`src/design/btd_pkg.sv`:
```
// Package: constants and types for the block texture channel decoder
// =====================================================================
package btd_pkg;
   // =================================================================
   // Formats
   typedef enum logic [1:0]
   {
      unsigned_single_channel_format = 2'b00,
      signed_single_channel_format = 2'b01,
      unsigned_dual_channel_format = 2'b10,
      signed_dual_channel_format = 2'b11
   } btd_fmt_e;
   // =================================================================
   // Geometry and widths
   localparam int BTD_TILE_DIM = 4;
   localparam logic [4:0] BTD_SMALL_BLOCK_BYTES = 5'h08;
   localparam logic [4:0] BTD_LARGE_BLOCK_BYTES = 5'h10;
   localparam int BTD_DIM_W = 14;
   localparam int BTD_ADDR_W = 32;
   localparam int BTD_CH_W = 16;
   // Output channel: signed Q1.14 fixed point, 1.0 = 16384
   localparam logic signed [15:0] BTD_ONE = 16'sh4000;
   localparam logic signed [15:0] BTD_NEG_ONE = -16'sh4000;
   localparam logic signed [15:0] BTD_ZERO = 16'sh0000;
   localparam logic signed [8:0] BTD_SIGNED_MAX = 9'sh07F;
   localparam logic [7:0] BTD_SIGNED_MIN_BYTE = 8'h80;
   localparam logic [7:0] BTD_UNSIGNED_MAX = 8'hFF;
   localparam logic signed [7:0] BTD_DIV7 = 8'sh07;
   localparam logic signed [7:0] BTD_DIV5 = 8'sh05;
   localparam int BTD_FIFO_DEPTH = 8;
   localparam int BTD_REQ_W = 128 + 2 + 2 + 2;
   localparam int BTD_RES_W = 4 * BTD_CH_W;
endpackage : btd_pkg

```
`src/design/btd_decoder.sv`:
```
// Module: block texture channel decoder with result FIFO
`timescale 1ns/10ps
// =====================================================================
// FIFO with valid/ready on both sides
module btd_fifo #(
   parameter int WIDTH = 8,
   parameter int DEPTH = 8
)
(
   input wire logic clock,
   input wire logic rstn,
   input wire logic in_valid,
   output logic in_ready,
   input wire logic [WIDTH-1:0] in_data,
   output logic out_valid,
   input wire logic out_ready,
   output logic [WIDTH-1:0] out_data
);
   localparam int AW = $clog2(DEPTH);
   typedef struct packed
   {
      logic [AW-1:0] wp;
      logic [AW-1:0] rp;
      logic [AW:0] cnt;
   } btd_fifo_s;
   btd_fifo_s st_r;
   btd_fifo_s st_nxt;
   logic [WIDTH-1:0] mem [DEPTH]; // Storage words
   logic push;
   logic pop;
   assign in_ready = (st_r.cnt != (AW+1)'(DEPTH));
   assign out_valid = (st_r.cnt != '0);
   assign out_data = mem[st_r.rp];
   assign push = in_valid && in_ready;
   assign pop = out_valid && out_ready;
   // Pointer and count update
   always_comb
   begin
      st_nxt = st_r;
      if (push)
      begin
         st_nxt.wp = st_r.wp + 1'b1;
      end
      if (pop)
      begin
         st_nxt.rp = st_r.rp + 1'b1;
      end
      st_nxt.cnt = st_r.cnt + (AW+1)'(push) - (AW+1)'(pop);
   end
   always_ff @(posedge clock or negedge rstn)
   begin
      if (!rstn)
      begin
         st_r <= '0;
      end
      else
      begin
         st_r <= st_nxt;
      end
   end
   // Storage has no reset; only written words are ever read
   always_ff @(posedge clock)
   begin
      if (push)
      begin
         mem[st_r.wp] <= in_data;
      end
   end
endmodule : btd_fifo

// =====================================================================
// Decoder top: one registered decode stage, then FIFO
module btd_decoder
   import btd_pkg::*;
(
   input wire logic clock,
   input wire logic rstn,
   input wire logic req_valid,
   output logic req_ready,
   input wire logic [127:0] req_block,
   input wire logic [1:0] req_format,
   input wire logic [1:0] req_local_x,
   input wire logic [1:0] req_local_y,
   output logic res_valid,
   input wire logic res_ready,
   output logic [15:0] res_red,
   output logic [15:0] res_green,
   output logic [15:0] res_blue,
   output logic [15:0] res_alpha,
   input wire logic [BTD_DIM_W-1:0] addr_width,
   input wire logic [BTD_DIM_W-1:0] addr_height,
   input wire logic [BTD_DIM_W-1:0] addr_x,
   input wire logic [BTD_DIM_W-1:0] addr_y,
   input wire logic addr_dual,
   output logic [BTD_ADDR_W-1:0] tile_offset,
   output logic [BTD_ADDR_W-1:0] image_bytes,
   output logic [1:0] tile_local_x,
   output logic [1:0] tile_local_y
);
   // ==================================================================
   // Functions
   // Tiles across one dimension, rounded up
   function automatic logic [BTD_DIM_W-1:0] tiles(
      input logic [BTD_DIM_W-1:0] d);
      tiles = (d >> 2) + {{(BTD_DIM_W-1){1'b0}}, (d[1:0] != 2'b00)};
   endfunction : tiles

   // Endpoint byte to Q1.14 value
   function automatic logic signed [15:0] endpoint(
      input logic [7:0] b,
      input logic sgn);
      logic signed [23:0] t;
      t = '0;
      if (!sgn)
      begin
         t = (24'(b) * 24'(BTD_ONE) + 24'(BTD_UNSIGNED_MAX) / 2)
            / 24'(BTD_UNSIGNED_MAX);
         endpoint = t[15:0];
      end
      else if (b == BTD_SIGNED_MIN_BYTE)
      begin
         endpoint = BTD_NEG_ONE;
      end
      else
      begin
         // Round half away from zero, identical every time
         t = 24'(signed'(b)) * 24'(BTD_ONE);
         if (t < 0)
            t = (t - 24'(BTD_SIGNED_MAX) / 2) / 24'(BTD_SIGNED_MAX);
         else
            t = (t + 24'(BTD_SIGNED_MAX) / 2) / 24'(BTD_SIGNED_MAX);
         endpoint = t[15:0];
      end
   endfunction : endpoint

   // Decode one 64-bit channel block for a local texel
   function automatic logic signed [15:0] channel(
      input logic [63:0] blk,
      input logic sgn,
      input logic [1:0] lx,
      input logic [1:0] ly);
      logic [7:0] b0;
      logic [7:0] b1;
      logic [47:0] sel;
      logic [2:0] code;
      logic [5:0] pos;
      logic seven;
      logic signed [15:0] e0;
      logic signed [15:0] e1;
      logic signed [23:0] acc;
      logic signed [7:0] den;
      logic signed [7:0] w0;
      logic signed [7:0] w1;
      b0 = blk[7:0];
      b1 = blk[15:8];
      sel = blk[63:16];
      pos = 6'(3 * {ly, lx});
      code = sel[pos +: 3];
      // Compare raw bytes as the format demands; -127/-128 left as-is
      if (sgn)
         seven = signed'(b0) > signed'(b1);
      else
         seven = b0 > b1;
      e0 = endpoint(b0, sgn);
      e1 = endpoint(b1, sgn);
      den = seven ? BTD_DIV7 : BTD_DIV5;
      w0 = (seven ? 8'sd8 : 8'sd6) - 8'(signed'({1'b0, code}));
      w1 = 8'(signed'({1'b0, code})) - 8'sd1;
      acc = 24'(e0) * 24'(w0) + 24'(e1) * 24'(w1);
      if (acc < 0)
         acc = (acc - 24'(den) / 2) / 24'(den);
      else
         acc = (acc + 24'(den) / 2) / 24'(den);
      if (code == 3'h0)
         channel = e0;
      else if (code == 3'h1)
         channel = e1;
      else if (seven)
         channel = acc[15:0];
      else if (code == 3'h6)
         channel = sgn ? BTD_NEG_ONE : BTD_ZERO;
      else if (code == 3'h7)
         channel = BTD_ONE;
      else
         channel = acc[15:0];
   endfunction : channel

   // ==================================================================
   // State
   typedef struct packed
   {
      logic v;
      logic [63:0] rgba;
      logic [BTD_ADDR_W-1:0] off;
      logic [BTD_ADDR_W-1:0] size;
      logic [1:0] lx;
      logic [1:0] ly;
   } btd_top_s;
   btd_top_s st_r;
   btd_top_s st_nxt;
   logic fifo_in_ready; // FIFO space, stalls the request side
   logic [BTD_RES_W-1:0] fifo_out;
   logic fifo_out_valid;

   // Accept only when a result slot is sure to be free
   assign req_ready = fifo_in_ready && !st_r.v;

   // Next state: decode and address arithmetic
   always_comb
   begin
      logic [BTD_ADDR_W-1:0] bsz;
      logic sgn;
      logic signed [15:0] r;
      logic signed [15:0] g;
      // Locals start from known values so no path leaves a latch
      bsz = '0;
      sgn = 1'b0;
      r = '0;
      g = '0;
      st_nxt = st_r;
      bsz = addr_dual ? 32'(BTD_LARGE_BLOCK_BYTES)
         : 32'(BTD_SMALL_BLOCK_BYTES);
      // Outside-image texels decode like any other
      st_nxt.off = bsz * (32'(tiles(addr_width)) * 32'(addr_y >> 2)
         + 32'(addr_x >> 2));
      st_nxt.size = 32'(tiles(addr_width)) * 32'(tiles(addr_height)) * bsz;
      st_nxt.lx = addr_x[1:0];
      st_nxt.ly = addr_y[1:0];
      sgn = req_format[0];
      r = channel(req_block[63:0], sgn, req_local_x, req_local_y);
      if (req_format[1])
         g = channel(req_block[127:64], sgn, req_local_x,
            req_local_y);
      else
         g = BTD_ZERO;
      st_nxt.v = req_valid && req_ready;
      st_nxt.rgba = {r, g, BTD_ZERO, BTD_ONE};
   end

   always_ff @(posedge clock or negedge rstn)
   begin
      if (!rstn)
      begin
         st_r <= '0;
      end
      else
      begin
         st_r <= st_nxt;
      end
   end

   // ==================================================================
   // Result buffering; consumer back-pressure reaches req_ready
   btd_fifo #(.WIDTH(BTD_RES_W), .DEPTH(BTD_FIFO_DEPTH)) u_fifo (
      .clock(clock),
      .rstn(rstn),
      .in_valid(st_r.v),
      .in_ready(fifo_in_ready),
      .in_data(st_r.rgba),
      .out_valid(fifo_out_valid),
      .out_ready(res_ready),
      .out_data(fifo_out)
   );
   assign res_valid = fifo_out_valid;
   assign res_red = fifo_out[63:48];
   assign res_green = fifo_out[47:32];
   assign res_blue = fifo_out[31:16];
   assign res_alpha = fifo_out[15:0];
   assign tile_offset = st_r.off;
   assign image_bytes = st_r.size;
   assign tile_local_x = st_r.lx;
   assign tile_local_y = st_r.ly;
endmodule : btd_decoder

```
`config.mk`:
```
export PLATFORM = sky130hd
export DESIGN_NAME = btd_decoder
export DESIGN_NICKNAME = d
export VERILOG_FILES = /design/src/design/btd_pkg.sv /design/src/design/btd_decoder.sv
export SDC_FILE = /design/constraint.sdc
export NUM_CORES = 2
export LEC_CHECK = 0
export BUFFER_PORTS_ARGS = -buffer_cell sky130_fd_sc_hd__buf_2
export CAP_MARGIN = 20
export CORE_MARGIN = 1.5
export CORE_UTILIZATION = 60
export CTS_CLUSTER_DIAMETER = 60
export DETAILED_ROUTE_END_ITERATION = 6
export MAX_ROUTING_LAYER = met4
export PLACE_DENSITY_LB_ADDON = 0.05
export SETUP_SLACK_MARGIN = 0.4
export SLEW_MARGIN = 20
export SYNTH_ARGS = -nofsm -noshare
export SYNTH_HDL_FRONTEND = slang
export SYNTH_SLANG_ARGS = --single-unit
```
`constraint.sdc`:
```
create_clock -name clock -period 3.71 [get_ports clock]
set_input_delay 0.1855 -clock clock [delete_from_list [all_inputs] [get_ports clock]]
set_output_delay 0.1855 -clock clock [all_outputs]
set_load 0.03 [all_outputs]
```
==> impl_metrics.env, run 1 <==
export IMPL_synth_flop_cell="edfxtp_1"
export IMPL_io_buffers=290
export IMPL_cts_resized=693
export IMPL_synth_xor_area_share_pct=9.45
export IMPL_die_w_um=387
export IMPL_async_flop_share_pct=28.5
export IMPL_yosys_warnings=0
export IMPL_postSynthCellCount=11300
export IMPL_syn_area_um2=88400
export IMPL_dpl_hpwl_mm=312
export IMPL_cts_made_buffers=36
export IMPL_initial_core_util_pct=60.6
export IMPL_clock_sinks=369
export IMPL_error="[ERROR DPL-0033] detailed placement checks failed during check placement."
export IMPL_synth_seq_cells=369
export IMPL_synth_compound_area_share_pct=22.1
export IMPL_yosysSeqAreaShare_pct=11.9
export IMPL_die_h_um=387
export IMPL_clockBufferDepth=3
export IMPL_placed_area_um2=128000
export IMPL_synth_cell_types=160
export IMPL_synth_edf_count=264
export IMPL_stop_stage="clock tree synthesis"
export IMPL_io_pins=329
export IMPL_status="stopped before the end"
export IMPL_row_count=140
export IMPL_globalplace_congestion=1.07
export IMPL_synthMuxAreaShare_pct=5.42
export IMPL_post_cts_buffers=470
export IMPL_htreeDepth=2
export IMPL_cts_root_buf="clkbuf_16"
export IMPL_synth_top_family_by_area="simple AND/OR/NAND/NOR gates"
export IMPL_synthSimpleGateAreaFrac_pct=26.3
export IMPL_pre_cts_slack_ps=-51390
export IMPL_cts_hold_buf=6
export IMPL_synth_area_per_cell_um2=7.85
export IMPL_synth_adder_area_share_pct=18.9
-- kinds of logic after synthesis --
family | after synthesis
and+or+nand+nor | 4521
other | 2
xor gates and xnor gates | 948
muxes | 343
buffers and inverters | 1225
DFF | 369
AOI/OAI and AO/OA | 2814
adders and majority gates | 1037
-- cells in the mapped netlist (56+ instances only) --
master    instances  area share (%)
a211o_1          59            0.58
a211oi_1        105            0.89
a21o_1          128             1.1
a21oi_1         628             3.6
a31oi_1         130            0.92
and2_1          324             2.3
and3_1          148             1.0
buf_4           122             1.0
clkbuf_1        221            0.94
dfrtp_1         105             3.0
edfxtp_1        264             9.0
fa_1            500              11
ha_1            535             7.6
inv_1           780             3.3
mux2_2          112             1.4
mux2i_1         128             1.4
mux4_2           96             2.4
nand2_1        1163             4.9
nand2b_1        169             1.2
nand3_1         394             2.2
nand4_1         141             1.0
nor2_1          952             4.0
nor2b_1         115            0.81
nor3_1          328             1.9
nor3b_1          61            0.52
nor4_1          102            0.72
o211ai_1        126             1.1
o21a_1           91            0.77
o21ai_0         471             2.7
o21ai_1          56            0.32
o21bai_1        108            0.92
o22ai_1          74            0.52
o31ai_1          90            0.76
or2_2           132            0.93
or3_1           134            0.95
xnor2_1         681             6.7
xor2_1          262             2.6
-- per-stage QoR --
stage / cells / hold slack [ps] / TNS, ps
global placement: 17600 / 296 / -1692380
detailed placement: 17600 / 300 / -1792250
floorplan: 11400 / -110 / -1774280
==> run 2, diff against run 1 <==
Settings changed: CORE_UTILIZATION 60 to 40, CTS_CLUSTER_DIAMETER 60 to not set, MAX_ROUTING_LAYER met4 to not set, PLACE_DENSITY_LB_ADDON 0.05 to 0.15, SETUP_SLACK_MARGIN 0.4 to not set.
Clock period 3.71 ns to 4.8 ns, I/O delays scaled along.
==> run 2 against run 1 <==
Compared with the run above:
- the flow now finishes, with violations (negative setup slack)
- synthesized area is the same
- synthesized cell count unchanged
==> impl_metrics.env, run 2 <==
export IMPL_status="finished, violations left"
export IMPL_violations="negative setup slack"
export IMPL_grt_pass1_wl_mm=560
export IMPL_synth_top_area_share_pct=11.3
export IMPL_die_area_um2=224000
export IMPL_synth_area_leaders="fa_1 (11%), edfxtp_1 (9.0%), ha_1 (7.6%)"
export IMPL_final_cell_mix="buf_4 (5,105), nand2_1 (1,094), nor2_1 (871), inv_1 (719), xnor2_1 (549)"
export IMPL_slowest_delay_ps=560
export IMPL_critical_path_slowest_cell="fa_2"
export IMPL_maxCapViolations=0
export IMPL_drt_initial_drc_count=7123
export IMPL_largest_reg_flops=264
export IMPL_fin_crit_ps=51810
export IMPL_clock_sinks=369
export IMPL_gr_total_overflow=0
export IMPL_async_flop_share_pct=28.5
export IMPL_drc=0
export IMPL_required_ps=5300
export IMPL_post_route_cell_area_um2=143000
export IMPL_crit_family="compound AO/OA/AOI/OAI gates"
export IMPL_wl_mm=354
export IMPL_slew_viol_final=0
export IMPL_setup_ws_ps=-47010
export IMPL_cp_end_kind="register"
export IMPL_path_buf_inv=52
export IMPL_worst_slew_pin_slew_ps=1030
export IMPL_die_h_um=473
export IMPL_antenna_found_initial=17
export IMPL_placed_area_um2=131000
export IMPL_final_common_cell="buf_4"
export IMPL_htreeDepth=2
export IMPL_layout_cells_non_filler=19500
export IMPL_cts_root_buf="clkbuf_16"
export IMPL_row_count=172
export IMPL_hold_path_class="in -> reg"
export IMPL_setup_viol=78
export IMPL_synthTopCellsByCount="nand2_1 (1,163), nor2_1 (952), inv_1 (780)"
export IMPL_initial_core_util_pct=40.2
export IMPL_grt_pass1_vias=107000
export IMPL_grtUsageTotal_pct=30.2
export IMPL_regArea_um2=10600
export IMPL_critPathMaxFanout=8
export IMPL_ant_nets=0
export IMPL_dpl_hpwl_mm=291
export IMPL_cts_tree="yes"
export IMPL_top_register="u_fifo.mem"
export IMPL_yosys_warnings=0
export IMPL_period_share_pct=1080
export IMPL_synth_flop_cell="edfxtp_1"
export IMPL_final_core_util_pct=64.9
export IMPL_viasPerCell=5.45
export IMPL_slew_headroom_pct=31.2
export IMPL_synth_most_common_cell="nand2_1"
export IMPL_synth_seq_cells=369
export IMPL_rsz0062_at_grt="yes"
export IMPL_core_area_um2=220000
export IMPL_io_buffers=290
export IMPL_wire_per_inst_um=18.1
export IMPL_clock_latency_ps=630
export IMPL_fmax_mhz=19.3
export IMPL_finalNetCount=17800
export IMPL_io_pins=329
export IMPL_yosysTopAreaCell="fa_1"
export IMPL_area_growth_pct=61.2
export IMPL_synth_cell_types=160
export IMPL_die_w_um=473
export IMPL_critPathMostFrequentCell="buf_4"
export IMPL_multi_input_area_um2=82000
export IMPL_globalplace_congestion=0.970
export IMPL_finalHoldViolCount=0
export IMPL_clkTransAtPathRegs_ps=60
export IMPL_syn_area_um2=88400
export IMPL_synth_edf_count=264
export IMPL_clockBufferDepth=3
export IMPL_placedCellCount=18800
export IMPL_drive_above_1_share_pct=44.8
export IMPL_fin_worst_skew_ps=51.4
export IMPL_cp_start_kind="input port"
export IMPL_grt_max_degree=56
export IMPL_dr_pass1_iters=6
export IMPL_postSynthCellCount=11300
export IMPL_synth_area_per_cell_um2=7.85
export IMPL_cp_arrival_ps=52310
export IMPL_via_count=106000
export IMPL_critical_path_class="in -> reg"
export IMPL_nFillCells=18600
export IMPL_yosysSeqAreaShare_pct=11.9
export IMPL_cts_made_buffers=41
==> run 2: cell counts after synthesis <==
Identical to the previous run, type by type.
==> run 2: worst paths after layout <==
check	cells after the start	slack (ps)	startpoint	endpoint
worst max-delay path	283	-47010	req_block[5]	st_r[128]
worst min-delay path	4	150	addr_x[2]	tile_offset[4]
worst max register to register	6	1880	u_fifo.st_r[2]	u_fifo.mem[6][28]
worst min register to register	1	530	u_fifo.st_r[7]	u_fifo.st_r[7]
max in group asynchronous	3	3400	rstn	image_bytes[24]
min in group asynchronous	2	210	rstn	u_fifo.st_r[9]
==> run 2: layer usage <==
layer,part of all wire [%],up-vias,track usage (%)
met5,0,-,0
met4,3.1,0,9.22
met3,4.4,535,2.43
met2,49,2803,52.7
met1,44,51700,39.4
li1,-,51400,-
==> run 2: cells by family (layout without fill, tap and decap cells) <==
family          Yosys count  in the layout  share of synthesized area, %
simple gates           4521           4522                          26.3
compound gates         2814           2814                          22.1
buf+inv                1225           6410                          5.91
fa+ha+maj              1037           1037                          18.9
xor+xnor                948            948                          9.45
flops                   369            369                          11.9
mux                     343            343                          5.42
other cells               2            126                       0.00849
==> run 2: area by class of cell <==
type / instances / area share, %
Clock inverter: 21 / 0.180
Antenna cell: 18 / 0.0316
Clock buffer: 53 / 0.780
Tap cell: 2958 / 2.60
Inverter: 799 / 2.15
Timing Repair Buffer: 5537 / 29.3
Sequential cell: 369 / 7.41
Multi-Input combinational cell: 9772 / 57.5
==> run 2: stage by stage <==
stage,setup WS [ps],setup TNS [ps],hold WS [ps]
6_report,-47010,-1538470,145
5_1_grt,-49230,-1622630,157
4_1_cts,-46670,-1520450,120
3_5_place_dp,-51040,-1674740,310
3_3_place_gp,-50550,-1639590,306
2_1_floorplan,-51000,-1690470,-55.6
==> run 2: what timing repair did <==
item | CTS | global route
hold endpoints to repair | 67 | 0
setup buffers | 489 | 182
setup endpoints to repair | 79 | 79
gates resized for setup | 705 | 435
gates cloned | 1 | 0
hold buffers | 10 | 0
pin swaps | 632 | 429
==> run 2: tightest hold or removal path, cell delays in order <==
cell and delay, ps:
buf_2 80, ha_1 130, and2_1 130, ha_1 130
Power of run 2 is not shown: default switching activity piles up to over one toggle a cycle in this logic, so the estimate is an artifact.
